[src/hw/spag_pkg.sv]
package spag_pkg;

    // Flash geometry (word addresses)
    localparam int SPAG_ADDR_W = 15;
    localparam int SPAG_PAGE_W = 6;
    localparam int SPAG_DATA_W = 8;
    localparam logic [14:0] SPAG_STALL_REGION_START = 15'h3800;

    // Boot section start per boot size fuse setting (00 largest .. 11 smallest)
    localparam logic [14:0] SPAG_BOOT_START_00 = 15'h3800;
    localparam logic [14:0] SPAG_BOOT_START_01 = 15'h3c00;
    localparam logic [14:0] SPAG_BOOT_START_10 = 15'h3e00;
    localparam logic [14:0] SPAG_BOOT_START_11 = 15'h3f00;

    // Protection field codes, 1 means unprogrammed
    localparam logic [1:0] SPAG_PROT_NONE = 2'h3;
    localparam logic [1:0] SPAG_PROT_NO_WRITE = 2'h2;
    localparam logic [1:0] SPAG_PROT_NO_RW = 2'h0;
    localparam logic [1:0] SPAG_PROT_NO_READ = 2'h1;

    // Lock bit storage reset value and chip-erase value
    localparam logic [7:0] SPAG_LOCK_RESET = 8'hff;
    localparam logic [7:0] SPAG_LOCK_ERASED = 8'hff;
    localparam int SPAG_APP_LO_POS = 2;
    localparam int SPAG_BOOT_LO_POS = 4;

    // Control command window after the store enable bit is written
    localparam logic [2:0] SPAG_ARM_CYCLES = 3'h4;

    // Register offsets on the plain register port
    localparam logic [3:0] SPAG_OFF_CTRL = 4'h0;
    localparam logic [3:0] SPAG_OFF_LOCK = 4'h1;
    localparam logic [3:0] SPAG_OFF_STAT = 4'h2;

    // Control register bit positions
    localparam int SPAG_BIT_STORE_EN = 0;
    localparam int SPAG_BIT_ERASE = 1;
    localparam int SPAG_BIT_WRITE = 2;
    localparam int SPAG_BIT_LOCK_SET = 3;
    localparam int SPAG_BIT_REENABLE = 4;
    localparam int SPAG_BIT_BUSY = 6;

    // Programming command chosen by the armed control bits
    typedef enum logic [2:0] {
        SPAG_CMD_LOAD = 3'b000,
        SPAG_CMD_ERASE = 3'b001,
        SPAG_CMD_WRITE = 3'b010,
        SPAG_CMD_LOCK = 3'b011,
        SPAG_CMD_REENABLE = 3'b100
    } spag_cmd_t;

    // Store instruction request from the core
    typedef struct packed {
        logic valid;
        logic [14:0] pc;
        logic [14:0] target;
        logic [7:0] r0;
    } spag_store_t;

    // Command to the flash sequencer
    typedef struct packed {
        logic valid;
        spag_cmd_t cmd;
        logic [14:0] target;
    } spag_flash_cmd_t;

endpackage

[src/hw/spag_guard.sv]
// How it works
// - Store instruction programs flash only when fetched from the boot section.
// - Boot code may target any page, boot pages too, subject to protection.
// - Boot size fuses set the app/boot boundary; every address in one section.
// - Fixed split into concurrent and stall regions; boot lies in stall region.
// - Concurrent region programming keeps the CPU running.
// - Stall region programming halts the CPU until the operation completes.
// - Busy flag reads one while the concurrent region is blocked.
// - Lock bits set by software or programmer; cleared only by chip erase or reset.
// - General write lock never blocks store-instruction programming.
// - General read/write lock never limits the CPU's own reads or stores.
// - App field: 11 free, 10 no write, 00 no write/read, 01 no read.
// - App field 00/01 with boot vectors suppresses interrupts in app code.
// - Boot field: 11 free, 10 no write, 00 no write/read, 01 no read.
// - Boot field 00/01 with app vectors suppresses interrupts in boot code.
// - The two protection fields are stored and programmed separately.
// - Busy set on concurrent erase/write; cleared by re-enable or page load.
// - Lock-set plus store enable, then store within four cycles, sets locks from R0.
//
// Chosen here: the address-and-strobe port and the placing of the registers.
module spag_guard
(
    input wire logic clock,
    input wire logic rst_n,
    input wire logic [1:0] boot_size_fuses,
    input wire logic vectors_in_boot,
    input wire logic [3:0] reg_addr,
    input wire logic [7:0] reg_wdata,
    input wire logic reg_write,
    input wire logic reg_read,
    output logic [7:0] reg_rdata,
    input wire spag_pkg::spag_store_t store_req,
    input wire logic [14:0] fetch_pc,
    input wire logic [14:0] table_read_addr,
    input wire logic table_read_req,
    output logic table_read_allow,
    input wire logic flash_done,
    input wire logic prog_lock_write,
    input wire logic [7:0] prog_lock_data,
    input wire logic chip_erase,
    output spag_pkg::spag_flash_cmd_t flash_cmd,
    output logic cpu_stall,
    output logic irq_suppress,
    output logic concurrent_region_busy_flag,
    output logic [7:0] lock_bits
);
    import spag_pkg::*;

    ////////////////////////////////////////////////////////////////////////
    // Registers
    logic [7:0] lock_reg;
    logic [4:0] ctrl_reg;
    logic [2:0] arm_cnt_reg;
    logic busy_reg;
    logic stall_reg;
    logic op_active_reg;
    logic allow_reg;
    logic irq_sup_reg;
    logic [7:0] rdata_reg;
    spag_flash_cmd_t cmd_reg;

    logic [1:0] app_protection_field;
    logic [1:0] boot_protection_field;
    logic pc_boot, pc_stall_unused;
    logic tgt_boot, tgt_stall;
    logic fetch_boot, fetch_stall_unused;
    logic rd_boot, rd_stall_unused;
    logic armed;
    spag_cmd_t cmd_sel;
    logic write_blocked;
    logic prog_ok;
    logic lock_ok;
    logic reenable_ok;
    logic load_ok;
    logic read_blocked;

    ////////////////////////////////////////////////////////////////////////
    // Section classification of store pc, store target, fetch, table read
    spag_section_map u_map_pc
    (
        .boot_size_fuses(boot_size_fuses),
        .addr(store_req.pc),
        .in_boot(pc_boot),
        .in_stall(pc_stall_unused)
    );

    spag_section_map u_map_tgt
    (
        .boot_size_fuses(boot_size_fuses),
        .addr(store_req.target),
        .in_boot(tgt_boot),
        .in_stall(tgt_stall)
    );

    spag_section_map u_map_fetch
    (
        .boot_size_fuses(boot_size_fuses),
        .addr(fetch_pc),
        .in_boot(fetch_boot),
        .in_stall(fetch_stall_unused)
    );

    spag_section_map u_map_rd
    (
        .boot_size_fuses(boot_size_fuses),
        .addr(table_read_addr),
        .in_boot(rd_boot),
        .in_stall(rd_stall_unused)
    );

    ////////////////////////////////////////////////////////////////////////
    // Decoding

    // Separate two-bit fields in the lock byte
    assign app_protection_field = lock_reg[SPAG_APP_LO_POS +: 2];
    assign boot_protection_field = lock_reg[SPAG_BOOT_LO_POS +: 2];

    assign armed = ctrl_reg[SPAG_BIT_STORE_EN] && (arm_cnt_reg != 3'h0);

    // Command chosen by the armed control bits
    always_comb
    begin
        if (ctrl_reg[SPAG_BIT_REENABLE])
            cmd_sel = SPAG_CMD_REENABLE;
        else if (ctrl_reg[SPAG_BIT_LOCK_SET])
            cmd_sel = SPAG_CMD_LOCK;
        else if (ctrl_reg[SPAG_BIT_WRITE])
            cmd_sel = SPAG_CMD_WRITE;
        else if (ctrl_reg[SPAG_BIT_ERASE])
            cmd_sel = SPAG_CMD_ERASE;
        else
            cmd_sel = SPAG_CMD_LOAD;
    end

    // Write gate from protection fields only, general lock ignored
    always_comb
    begin
        if (tgt_boot)
            write_blocked = (boot_protection_field == SPAG_PROT_NO_WRITE)
                || (boot_protection_field == SPAG_PROT_NO_RW);
        else
            write_blocked = (app_protection_field == SPAG_PROT_NO_WRITE)
                || (app_protection_field == SPAG_PROT_NO_RW);
    end

    // Only boot-fetched store instructions act
    assign prog_ok = store_req.valid && armed && pc_boot && !op_active_reg
        && ((cmd_sel == SPAG_CMD_ERASE) || (cmd_sel == SPAG_CMD_WRITE))
        && !write_blocked;
    assign lock_ok = store_req.valid && armed && pc_boot
        && (cmd_sel == SPAG_CMD_LOCK);
    assign reenable_ok = store_req.valid && armed && pc_boot && !op_active_reg
        && (cmd_sel == SPAG_CMD_REENABLE);
    assign load_ok = store_req.valid && armed && pc_boot
        && (cmd_sel == SPAG_CMD_LOAD);

    // Cross-section table reads gated by the target section's field
    always_comb
    begin
        if (rd_boot && !fetch_boot)
            read_blocked = (boot_protection_field == SPAG_PROT_NO_RW)
                || (boot_protection_field == SPAG_PROT_NO_READ);
        else if (!rd_boot && fetch_boot)
            read_blocked = (app_protection_field == SPAG_PROT_NO_RW)
                || (app_protection_field == SPAG_PROT_NO_READ);
        else
            read_blocked = 1'b0;
    end

    ////////////////////////////////////////////////////////////////////////
    // Control register write and command window
    always_ff @(posedge clock)
    begin
        if (!rst_n)
        begin
            ctrl_reg <= 5'h00;
            arm_cnt_reg <= 3'h0;
        end
        else if (reg_write && reg_addr == SPAG_OFF_CTRL && !op_active_reg)
        begin
            // Only the documented bit combinations take effect
            case (reg_wdata[4:0])
                5'b10001, 5'b01001, 5'b00101, 5'b00011, 5'b00001:
                begin
                    ctrl_reg <= reg_wdata[4:0];
                    arm_cnt_reg <= SPAG_ARM_CYCLES;
                end
                default:
                begin
                    ctrl_reg <= ctrl_reg;
                    arm_cnt_reg <= arm_cnt_reg;
                end
            endcase
        end
        else if (op_active_reg && flash_done)
        begin
            ctrl_reg <= 5'h00;
            arm_cnt_reg <= 3'h0;
        end
        else if (store_req.valid && armed)
        begin
            // Erase/write keeps store enable high until done
            if (!prog_ok)
                ctrl_reg <= 5'h00;
            arm_cnt_reg <= 3'h0;
        end
        else if (arm_cnt_reg != 3'h0)
        begin
            arm_cnt_reg <= arm_cnt_reg - 3'h1;
            if (arm_cnt_reg == 3'h1 && !op_active_reg)
                ctrl_reg <= 5'h00;
        end
    end

    ////////////////////////////////////////////////////////////////////////
    // Lock bit storage
    always_ff @(posedge clock)
    begin
        if (!rst_n)
            lock_reg <= SPAG_LOCK_RESET;
        else if (chip_erase)
            lock_reg <= SPAG_LOCK_ERASED;
        else if (prog_lock_write)
            lock_reg <= lock_reg & prog_lock_data;
        else if (lock_ok)
            lock_reg <= lock_reg & store_req.r0;
    end

    ////////////////////////////////////////////////////////////////////////
    // Operation tracking and CPU stall
    always_ff @(posedge clock)
    begin
        if (!rst_n)
        begin
            op_active_reg <= 1'b0;
            stall_reg <= 1'b0;
        end
        else if (prog_ok)
        begin
            op_active_reg <= 1'b1;
            stall_reg <= tgt_stall;
        end
        else if (op_active_reg && flash_done)
        begin
            op_active_reg <= 1'b0;
            stall_reg <= 1'b0;
        end
    end

    ////////////////////////////////////////////////////////////////////////
    // Concurrent region busy flag
    always_ff @(posedge clock)
    begin
        if (!rst_n)
            busy_reg <= 1'b0;
        else if (prog_ok && !tgt_stall)
            busy_reg <= 1'b1;
        else if (reenable_ok || load_ok)
            busy_reg <= 1'b0;
    end

    ////////////////////////////////////////////////////////////////////////
    // Command to the flash sequencer
    always_ff @(posedge clock)
    begin
        if (!rst_n)
            cmd_reg <= '0;
        else
        begin
            cmd_reg.valid <= prog_ok || lock_ok || reenable_ok || load_ok;
            cmd_reg.cmd <= cmd_sel;
            cmd_reg.target <= store_req.target;
        end
    end

    ////////////////////////////////////////////////////////////////////////
    // Table read permission and interrupt suppression
    always_ff @(posedge clock)
    begin
        if (!rst_n)
        begin
            allow_reg <= 1'b0;
            irq_sup_reg <= 1'b0;
        end
        else
        begin
            allow_reg <= table_read_req && !read_blocked
                && !(busy_reg && !rd_stall_unused);
            if (vectors_in_boot)
                irq_sup_reg <= !fetch_boot && !app_protection_field[1];
            else
                irq_sup_reg <= fetch_boot && !boot_protection_field[1];
        end
    end

    ////////////////////////////////////////////////////////////////////////
    // Register read port
    always_ff @(posedge clock)
    begin
        if (!rst_n)
            rdata_reg <= 8'h00;
        else if (reg_read)
        begin
            case (reg_addr)
                SPAG_OFF_CTRL: rdata_reg <= {1'b0, busy_reg, 1'b0, ctrl_reg};
                SPAG_OFF_LOCK: rdata_reg <= lock_reg;
                SPAG_OFF_STAT: rdata_reg <= {5'h00, irq_sup_reg, stall_reg,
                    op_active_reg};
                default: rdata_reg <= 8'h00;
            endcase
        end
        else
            rdata_reg <= 8'h00;
    end

    assign reg_rdata = rdata_reg;
    assign flash_cmd = cmd_reg;
    assign cpu_stall = stall_reg;
    assign irq_suppress = irq_sup_reg;
    assign concurrent_region_busy_flag = busy_reg;
    assign lock_bits = lock_reg;
    assign table_read_allow = allow_reg;

endmodule

[src/hw/spag_section_map.sv]
// Classifies one address into boot/app and stall/concurrent regions
module spag_section_map
(
    input wire logic [1:0] boot_size_fuses,
    input wire logic [14:0] addr,
    output logic in_boot,
    output logic in_stall
);
    import spag_pkg::*;

    logic [14:0] boot_start;

    // Boundary from the fuse setting
    always_comb
    begin
        case (boot_size_fuses)
            2'b00: boot_start = SPAG_BOOT_START_00;
            2'b01: boot_start = SPAG_BOOT_START_01;
            2'b10: boot_start = SPAG_BOOT_START_10;
            default: boot_start = SPAG_BOOT_START_11;
        endcase
    end

    // Each address is in exactly one section
    assign in_boot = (addr >= boot_start);
    // Fixed split, boot starts never below it
    assign in_stall = (addr >= SPAG_STALL_REGION_START);

endmodule

[config.mk]
export PLATFORM = sky130hd
export DESIGN_NAME = spag_guard
export DESIGN_NICKNAME = d
export VERILOG_FILES = /design/src/hw/spag_pkg.sv /design/src/hw/spag_guard.sv /design/src/hw/spag_section_map.sv
export SDC_FILE = /design/constraint.sdc
export NUM_CORES = 1
export LEC_CHECK = 0
export BUFFER_PORTS_ARGS = -buffer_cell sky130_fd_sc_hd__clkbuf_2
export CORE_ASPECT_RATIO = 0.8
export CORE_MARGIN = 2
export CORE_UTILIZATION = 30
export DETAILED_ROUTE_END_ITERATION = 6
export PLACE_DENSITY_LB_ADDON = 0.12
export SKIP_LAST_GASP = 1
export SLEW_MARGIN = 20
export SYNTH_ARGS = -nofsm -noshare
export SYNTH_HDL_FRONTEND = slang
export SYNTH_HIERARCHICAL = 1
export SYNTH_SLANG_ARGS = --single-unit
[constraint.sdc]
create_clock -name clock -period 2.5 [get_ports clock]
set_clock_uncertainty 0.2 [all_clocks]
set_input_delay 0.25 -clock clock [delete_from_list [all_inputs] [get_ports clock]]
set_output_delay 0.25 -clock clock [all_outputs]
set_load 0.05 [all_outputs]
* Word level (Yosys, flattened, before mapping)
Index checks and enable logic that the tools add are counted.
** Storage, ports and cells
- Output and inout bits :: 39
- Flip-flop bits (word level) :: 48
- Logic and storage cells :: 127
** Operators by class
- $add $sub $neg :: 1
- Multiplexer cells :: 29
- Bitwise operators :: 3
- Eq/ne operators :: 20
- Order comparisons :: 6
- Reductions and logical operators :: 56
** Operators with widths (number)
- $mux W5 :: 7
- $pmux W11 S3 :: 1
- $ge A15 B14 Y1 :: 2
- $ge A15 B14 Y1 const B :: 2
- $ge A15 B15 Y1 :: 2
- $pmux W8 S3 :: 1
- $logic_and A1 B1 Y1 :: 21
- $mux W3 :: 6
- $and A8 B8 Y8 :: 2
- $mux W8 :: 2
- $logic_not A1 Y1 :: 10
- $mux W1 :: 10
- $logic_or A1 B1 Y1 :: 9
- $reduce_bool A4 Y1 :: 2
- $eq A2 B1 Y1 const B :: 3
- $eq A2 B2 Y1 const B :: 3
- $eq A3 B1 Y1 const B :: 2
- $eq A3 B2 Y1 const B :: 2
- $logic_not A2 Y1 :: 3
- $reduce_bool A2 Y1 :: 3
- $eq A5 B1 Y1 const B :: 1
- $eq A5 B2 Y1 const B :: 1
- $eq A5 B3 Y1 const B :: 1
- $eq A5 B4 Y1 const B :: 1
- 16 further kinds :: 18

* Logic depth before layout (Yosys ltp)
Gate-level depths: netlist (run 1).
- Depth in word-level cells :: 12
- Mapped depth :: 9
- Mapped depth without buffers :: 9

* Modules after synthesis
Netlist (run 1), hierarchy kept.
** By module, submodules not included
- spag_guard :: cells an instance 205, sequential area each 960.9 µm², area an instance 1959.4 µm², instances 1
- spag_section_map :: cells an instance 15, sequential area each 0.0 µm², area an instance 122.6 µm², instances 4

* Worst setup path before layout (run 1)
OpenSTA, ideal clock, no wires.
- Path type :: input to register
- Start :: input port boot_size_fuses[1]
- End :: register stall_reg, in the netlist cpu_stall
- Cell stages on the path :: 9
- Data arrival time :: 2.209 ns
- Setup time :: 0.132 ns
- Required time :: 2.168 ns
- Slack :: -0.042 ns
- Buffers on the path :: 0
- Path through :: and2_1 > ha_1 > or4b_1 > nor4_2 > o41a_1 > mux2i_1 > nor4_1 > a21o_1 > a21oi_1
** On the way
- Elaborated cells between the ends (all ways) :: 14
- Those cells by class :: 2 x order compare; 2 x eq/ne; 3 x mux; 7 x reduce/logical
** RTL lines
- from (decl) :: RTL line spag_guard.sv:25 : input wire logic [1:0] boot_size_fuses,
- $eq A2 B2 Y1 (tied with other cells) :: RTL line spag_section_map.sv:16 : case (boot_size_fuses)
- $pmux W11 S3 * :: RTL line spag_section_map.sv:16
- $ge A15 B15 Y1 * :: RTL line spag_section_map.sv:25 : assign in_boot = (addr >= boot_start);
- via tgt_boot :: RTL line spag_guard.sv:65 : logic tgt_boot, tgt_stall;
- $mux W1 * :: RTL line spag_guard.sv:138 : if (tgt_boot)
- $logic_not A1 Y1 * :: RTL line spag_guard.sv:149 : && !write_blocked;
- $logic_and A1 B1 Y1 * :: RTL line spag_guard.sv:149
- $mux W1 or $reduce_bool A2 Y1 (tied branches)
- to (signal assigned) :: RTL line spag_guard.sv:241 : stall_reg <= tgt_stall;
- to (decl) :: RTL line spag_guard.sv:55 : logic stall_reg;
Mark *: on every way through the listed nets, which the timed path passes. The rest lies on a longest branch.
A chain may end at the register's enable or synchronous reset.

* Worst setup path after layout (run 1)
- Start :: input port boot_size_fuses[1]
- End :: register ctrl_reg[0]
** On the way
- Elaborated cells between the ends (all ways) :: 14
- Those cells by class :: 2 x order compare; 3 x eq/ne; 2 x mux; 7 x reduce/logical
** RTL lines
- $eq A2 B2 Y1 (tied with other cells) :: RTL line spag_section_map.sv:16
- $pmux W11 S3 * :: RTL line spag_section_map.sv:16
- $ge A15 B15 Y1 * :: RTL line spag_section_map.sv:25
- via tgt_boot :: RTL line spag_guard.sv:65
- $mux W1 * :: RTL line spag_guard.sv:138
- $logic_not A1 Y1 * :: RTL line spag_guard.sv:149
- $logic_and A1 B1 Y1 * :: RTL line spag_guard.sv:149
- $ne A4 B2 Y1 (no line) *
- $reduce_and A4 Y1 (no line) *
- to (signal assigned) :: RTL line spag_guard.sv:185 : ctrl_reg <= reg_wdata[4:0];
- to (signal assigned) :: RTL line spag_guard.sv:190 : ctrl_reg <= ctrl_reg;
- to (decl) :: RTL line spag_guard.sv:52 : logic [4:0] ctrl_reg;
Marked as above.

==> flow_summary.yaml, run 1 <==
synthesis:
  syn-instance-count: 265
  ys.flop_type: "dfxtp_1"
  syn_area_mm2: 0.00245
  synth_warnings: 6
  synthArstFlopShare_pct: 0
  synth-seq-cells: 48
  yosys-top-cells-area: "dfxtp_1, ha_1, and2_1"
  synth_area_leader_cell: "dfxtp_1"
  synth_area_per_cell_um2: 9.24
  synth_fp_nets: 380
  ys_seq_area_share_pct: 39.2
  synth_edf_count: 0
  yosysUniqueCellTypes: 46
  yosysTopAreaCellShare_pct: 39.2
floorplan:
  io_pins: 139
  die_x_um: 105
  core_mm2: 0.00791
  dieArea_mm2: 0.00891
  start_util_pct: 31.0
  core.rowCount: 29
  die_y_um: 84.8
pwr:
  switching_share_pct: 33.6
  p_int_mw: 1.28
  leakage_nw: 1.73
  p_per_area_mw_per_mm2: 520
  clock_power_share_pct: 24.9
  ir_drop_uv: 206
  switching_power_mw: 0.646
  combPwrFrac_pct: 31.6
  p_seq_share_pct: 43.5
cts:
  clk_pin_slew_worst_paths_ns: 0.10
  clock-root-buffer: "clkbuf_8"
  numCtsBuffers: 5
  clk_latency_ns: 0.31
  cts_buffer_depth: 2
  tritoncts: "yes"
  cts_sinks: 48
  htree_levels: 2
setup_path:
  path_cells: "clkbuf_2 -> and2_1 -> ha_1 -> or4b_4 -> nor4_4 -> o41a_1 -> mux2i_4 -> nor4_2 -> buf_4 -> o2111ai_1 -> nand3b_1"
  start_kind: "input pin"
  reg2reg_slack_ns: 0.62
  setup.worst_path.end_class: "register"
  crit_type: "input pin to register"
  worstPathArrival_ns: 2.41
  path_buf_inv: 2
  critPathMaxStageDelay_ns: 0.47
  slowest_stage: "or4b_4"
  crit_fanout: 3
  crit_family: "simple AND/OR/NAND/NOR gates"
  critPathRequiredTime_ns: 2.50
routing:
  drtIter0Drc: 82
  wl_per_cell_um: 13.7
  vias: 2525
  vias_per_cell: 4.63
  postRouteAntennaNets: 0
  routed_wl_mm: 7.47
  drtPass1Iterations: 4
  drc: 0
grt:
  grt_overflow: 0
  grt_antenna_before_repair: 0
  grt_pass1_wl_mm: 12.0
  grt_usage_pct: 16.8
  grt_max_degree: 26
  grt_pass1_vias: 2509
timing:
  rsz0062_at_grt: "true"
  layout_setup_ws_ns: 0.0889
  finalCritPeriodShare_pct: 96.4
  slew_headroom_pct: 55.7
  hold_viol: 0
  setup_viol: 0
  tightest_slew_ns: 0.665
  fin_crit_ns: 2.41
  drv_slew: 0
  fmax_mhz: 415
min_path:
  hold_path.class: "input pin to register"
final_layout:
  fin_util_pct: 46.8
  layout_commonest_cell: "clkbuf_2"
  mostFrequentLayoutCells: "clkbuf_2, dfxtp_1, nor2_1, dlygate4sd3_1, and2_1"
  layout-drive-gt1-share_pct: 41.0
  syn_to_final_growth_pct: 51.0
  layout.nets: 551
  largest_reg_flops: 19
  antenna_cells: 0
status:
  status: "finished clean"
run:
  maxCapViolations: 0
placed_design:
  io_buffer_count: 135
  gp_congestion: 0.756
  pre_cts_slack_ns: -0.285
  dp_hpwl_mm: 5.82
## through the flow
step	std cells	total power [mW]	setup TNS, ns	instance area (µm²)	hold WS [ns]
2_1_floorplan	265	1.23	0	2460	0.177
3_3_place_gp	514	1.41	-2.82	3320	0.254
3_5_place_dp	514	1.42	-2.88	3320	0.259
4_1_cts	545	1.93	0	3640	0.00124
5_1_grt	545	2.05	-0.0376	3700	0.0233
6_report	545	1.92	0	3700	0.0131
## synthesized netlist by cell type, types with 2 or more instances
master / number
nor2_1: 23
dfxtp_1: 48
and2_1: 20
and3_1: 3
nor4_2: 4
o221ai_1: 8
or2_2: 2
nand4_1: 3
a211oi_1: 3
o41a_1: 4
a221oi_1: 2
or4b_1: 4
nand2_1: 19
a21oi_1: 12
o21bai_1: 2
nor4_1: 3
o21ai_0: 4
nand3_1: 8
ha_1: 15
o21a_1: 4
mux2i_1: 7
nand3b_1: 2
or3_1: 3
a22o_1: 2
nor3b_1: 3
or4_1: 4
o2111ai_1: 4
nor2b_1: 6
a31o_2: 4
inv_1: 15
nor3_1: 3
clkbuf_1: 5
nand2b_1: 3
## cell type report
cell class	count	area, µm²
clock inverters	3	22.5
repair buffers	172	1010
well taps	108	135
clock buffers	5	68.8
inverters	15	56.3
multi-input cells	194	1450
flip-flops and latches	48	961
fillers	815	4210
## routing by layer
layer / vias to the layer above / global-route usage (%) / wire [µm]
li1: 1312 / - / -
met1: 1134 / 23.0 / 3590
met2: 72 / 27.3 / 3400
met3: 7 / 4.15 / 429
met4: 0 / 2.91 / 51
met5: - / 0 / 0
## logic make-up (layout without fill, tap and decap cells)
group / Yosys count / after routing / share of synthesized area, %
multiplexers: 7 / 7 / 2.86
flip-flops: 48 / 48 / 39.2
adder cells (fa/ha/maj): 15 / 15 / 7.66
AND/OR/NAND/NOR: 117 / 117 / 28.0
buffers and inverters: 23 / 195 / 4.44
AO/OA/AOI/OAI: 55 / 55 / 17.8
## what timing repair did
| action | 4_1_cts | 5_1_grt |
|---|---|---|
| resized for setup | 0 | 9 |
| setup buffers | 0 | 0 |
| hold buffers | 23 | 0 |
| endpoints found under the setup margin | 0 | 7 |
| hold endpoints to repair | 23 | 0 |
## worst min-delay path: cells and delay by family
kind | cells | cell delay (ns)
buf+inv | 1 | 0.08
compound gates | 1 | 0.09
simple gates | 1 | 0.07
## path summary, 6_finish.rpt
| path | from | cells past startpoint | to |
|---|---|---|---|
| max reg2reg | arm_cnt_reg[0] | 6 | ctrl_reg[3] |
| max | boot_size_fuses[1] | 11 | ctrl_reg[0] |
| min reg2reg | arm_cnt_reg[1] | 2 | arm_cnt_reg[1] |
| min | store_req[7] | 3 | lock_bits[7] |
## power by group through the flow
stage          Combinational, mW  Sequential, mW  Clock, mW
3_5_place_dp               0.566           0.855          0
4_1_cts                    0.599           0.837      0.499
2_1_floorplan              0.309           0.920          0
3_3_place_gp               0.560           0.854          0
6_report                   0.608           0.837      0.478
5_1_grt                    0.675           0.844      0.535
Power figures use the tool's default switching activity.
==> run 2: changes to the inputs <==
--- a/config.mk
+++ b/config.mk
@@ -11,5 +11,5 @@
 export CORE_UTILIZATION = 30
 export DETAILED_ROUTE_END_ITERATION = 6
-export PLACE_DENSITY_LB_ADDON = 0.12
+export PLACE_DENSITY = 0.64
 export SKIP_LAST_GASP = 1
 export SLEW_MARGIN = 20
==> constraint.sdc (replaced) <==
create_clock -name clock -period 2.5 [get_ports clock]
set_clock_uncertainty 0.2 [all_clocks]
set_input_delay 0.5 -clock clock [delete_from_list [all_inputs] [get_ports clock]]
set_output_delay 0.5 -clock clock [all_outputs]
set_load 0.05 [all_outputs]
==> flow_summary.yaml, run 2 (same netlist as run 1, synthesis figures left out) <==
status:
  status: "finished, violations left"
  violations: "setup timing"
timing:
  tightest_slew_ns: 0.580
  layout_setup_ws_ns: -0.111
  slew_headroom_pct: 61.3
  hold_viol: 0
  setup_viol: 16
  fin_setup_tns_ns: -1.13
  drv_slew: 0
  fin_crit_ns: 2.61
  rsz0062_at_grt: "true"
  fmax_mhz: 383
  finalCritPeriodShare_pct: 104
min_path:
  hold_path.startpoint: "store_req[8]"
  hold_path.class: "input pin to register"
  min_path_cells: 2
  min_to: "flash_cmd[0]"
run:
  maxCapViolations: 0
grt:
  grt_overflow: 0
  grt_max_degree: 26
  grt_pass1_wl_mm: 11.6
  grt_antenna_before_repair: 0
  grt_usage_pct: 16.3
  grt_pass1_vias: 2479
placed_design:
  placed_cell_area_mm2: 0.00332
  dp_hpwl_mm: 6.03
  gp_congestion: 0.824
  io_buffer_count: 135
cts:
  clock-root-buffer: "clkbuf_8"
  htree_levels: 2
  clk_latency_ns: 0.30
  tritoncts: "yes"
  numCtsBuffers: 5
  cts_sinks: 48
  clk_pin_slew_worst_paths_ns: 0.09
  holdBufCountCts: 0
  cts_buffer_depth: 2
routing:
  vias_per_cell: 4.82
  wl_per_cell_um: 14.3
  drc: 0
  routed_wl_mm: 7.44
  drtIter0Drc: 122
  drtPass1Iterations: 4
  vias: 2504
  postRouteAntennaNets: 0
final_layout:
  layout_commonest_cell: "clkbuf_2"
  layout-drive-gt1-share_pct: 46.7
  mostFrequentLayoutCells: "clkbuf_2, dfxtp_1, nor2_1, nand2_1, and2_1"
  final_cell_area_mm2: 0.00361
  fin_util_pct: 45.6
  antenna_cells: 0
  syn_to_final_growth_pct: 47.2
  layout.nets: 525
  largest_reg_flops: 19
setup_path:
  reg2reg_slack_ns: 0.48
  crit_type: "input pin to register"
  critPathRequiredTime_ns: 2.47
  r2r-start: "op_active_reg"
  worstPathArrival_ns: 2.58
  crit_fanout: 8
  start_kind: "input pin"
  reg2regPathDepth: 4
  setup.worst_path.end_class: "register"
  r2r_end: "ctrl_reg[3]"
  critPathLaunch: "boot_size_fuses[1]"
floorplan:
  start_util_pct: 31.0
  dieArea_mm2: 0.00891
  io_pins: 139
  core_mm2: 0.00791
  die_y_um: 84.8
  die_x_um: 105
  core.rowCount: 29
pwr:
  leakage_nw: 1.66
  p_per_area_mw_per_mm2: 555
  ir_drop_uv: 242
-- run 2: cell types whose count changed in the layout (fill, tap and decap cells not counted), moves of 3 or more --
cell / before / now
o221ai_1: 7 / 1
and2_4: 0 / 3
dlygate4sd3_1: 23 / 0
ha_1: 15 / 11
ha_4: 0 / 4
o221ai_2: 1 / 7
buf_4: 14 / 10
buf_6: 0 / 3
and2_1: 20 / 17
-- run 2: critical path, stage by stage --
cell,delay [ns]
buf_6,0.10
and2_4,0.15
ha_4,0.25
or4b_4,0.46
nor4_4,0.22
o41a_1,0.23
buf_4,0.14
nand4_1,0.14
buf_6,0.19
o221ai_2,0.13
nand2_1,0.07
-- run 2: worst max path at each step --
stage	slack, ns	depth (start not counted)	to
floorplan	-0.16	9	ctrl_reg[0]
global placement	-0.40	10	ctrl_reg[1]
detailed placement	-0.53	10	ctrl_reg[1]
CTS	-0.19	10	ctrl_reg[2]
global route	-0.21	10	ctrl_reg[1]
finish	-0.11	11	lock_bits[3]
-- run 2: area by class of cell --
class / count / area (µm²)
multi-input combinational: 194 / 1570
sequential: 48 / 961
tap: 108 / 135
fill: 816 / 4300
clock buffer: 6 / 72.6
timing repair buffer: 146 / 774
clock inverter: 2 / 35.0
inverter: 15 / 56.3
-- run 2: report_power, final --
part / switching, mW / leakage, nW / internal, mW
logic: 0.346 / 1.21 / 0.260
clock network: 0.257 / 0.0552 / 0.297
registers: 0.0325 / 0.393 / 0.808
total: 0.636 / 1.66 / 1.37
-- run 2: repair_timing --
action                                  in CTS  in global routing
gates resized for setup                     16                 10
endpoints found under the setup margin      16                 17
pin swaps                                    5                 15
buffers inserted                             0                  2
hold endpoints to repair                     0                  0
-- run 2: per-layer routing --
layer	GRT usage, %	vias to the layer above	wire length, µm
li1	-	1263	-
met1	21.0	1137	3360
met2	26.0	94	3420
met3	4.92	10	526
met4	5.82	0	137
met5	0	-	0
-- run 2: per-stage QoR --
stage          total power [mW]  instances  setup WS, ns  hold WS [ns]
2_1_floorplan              1.23        265        -0.156         0.244
3_3_place_gp               1.41        509        -0.398         0.253
3_5_place_dp               1.43        509        -0.535         0.268
4_1_cts                    2.00        517        -0.193         0.199
5_1_grt                    2.12        519        -0.212         0.196
6_report                   2.00        519        -0.111         0.211
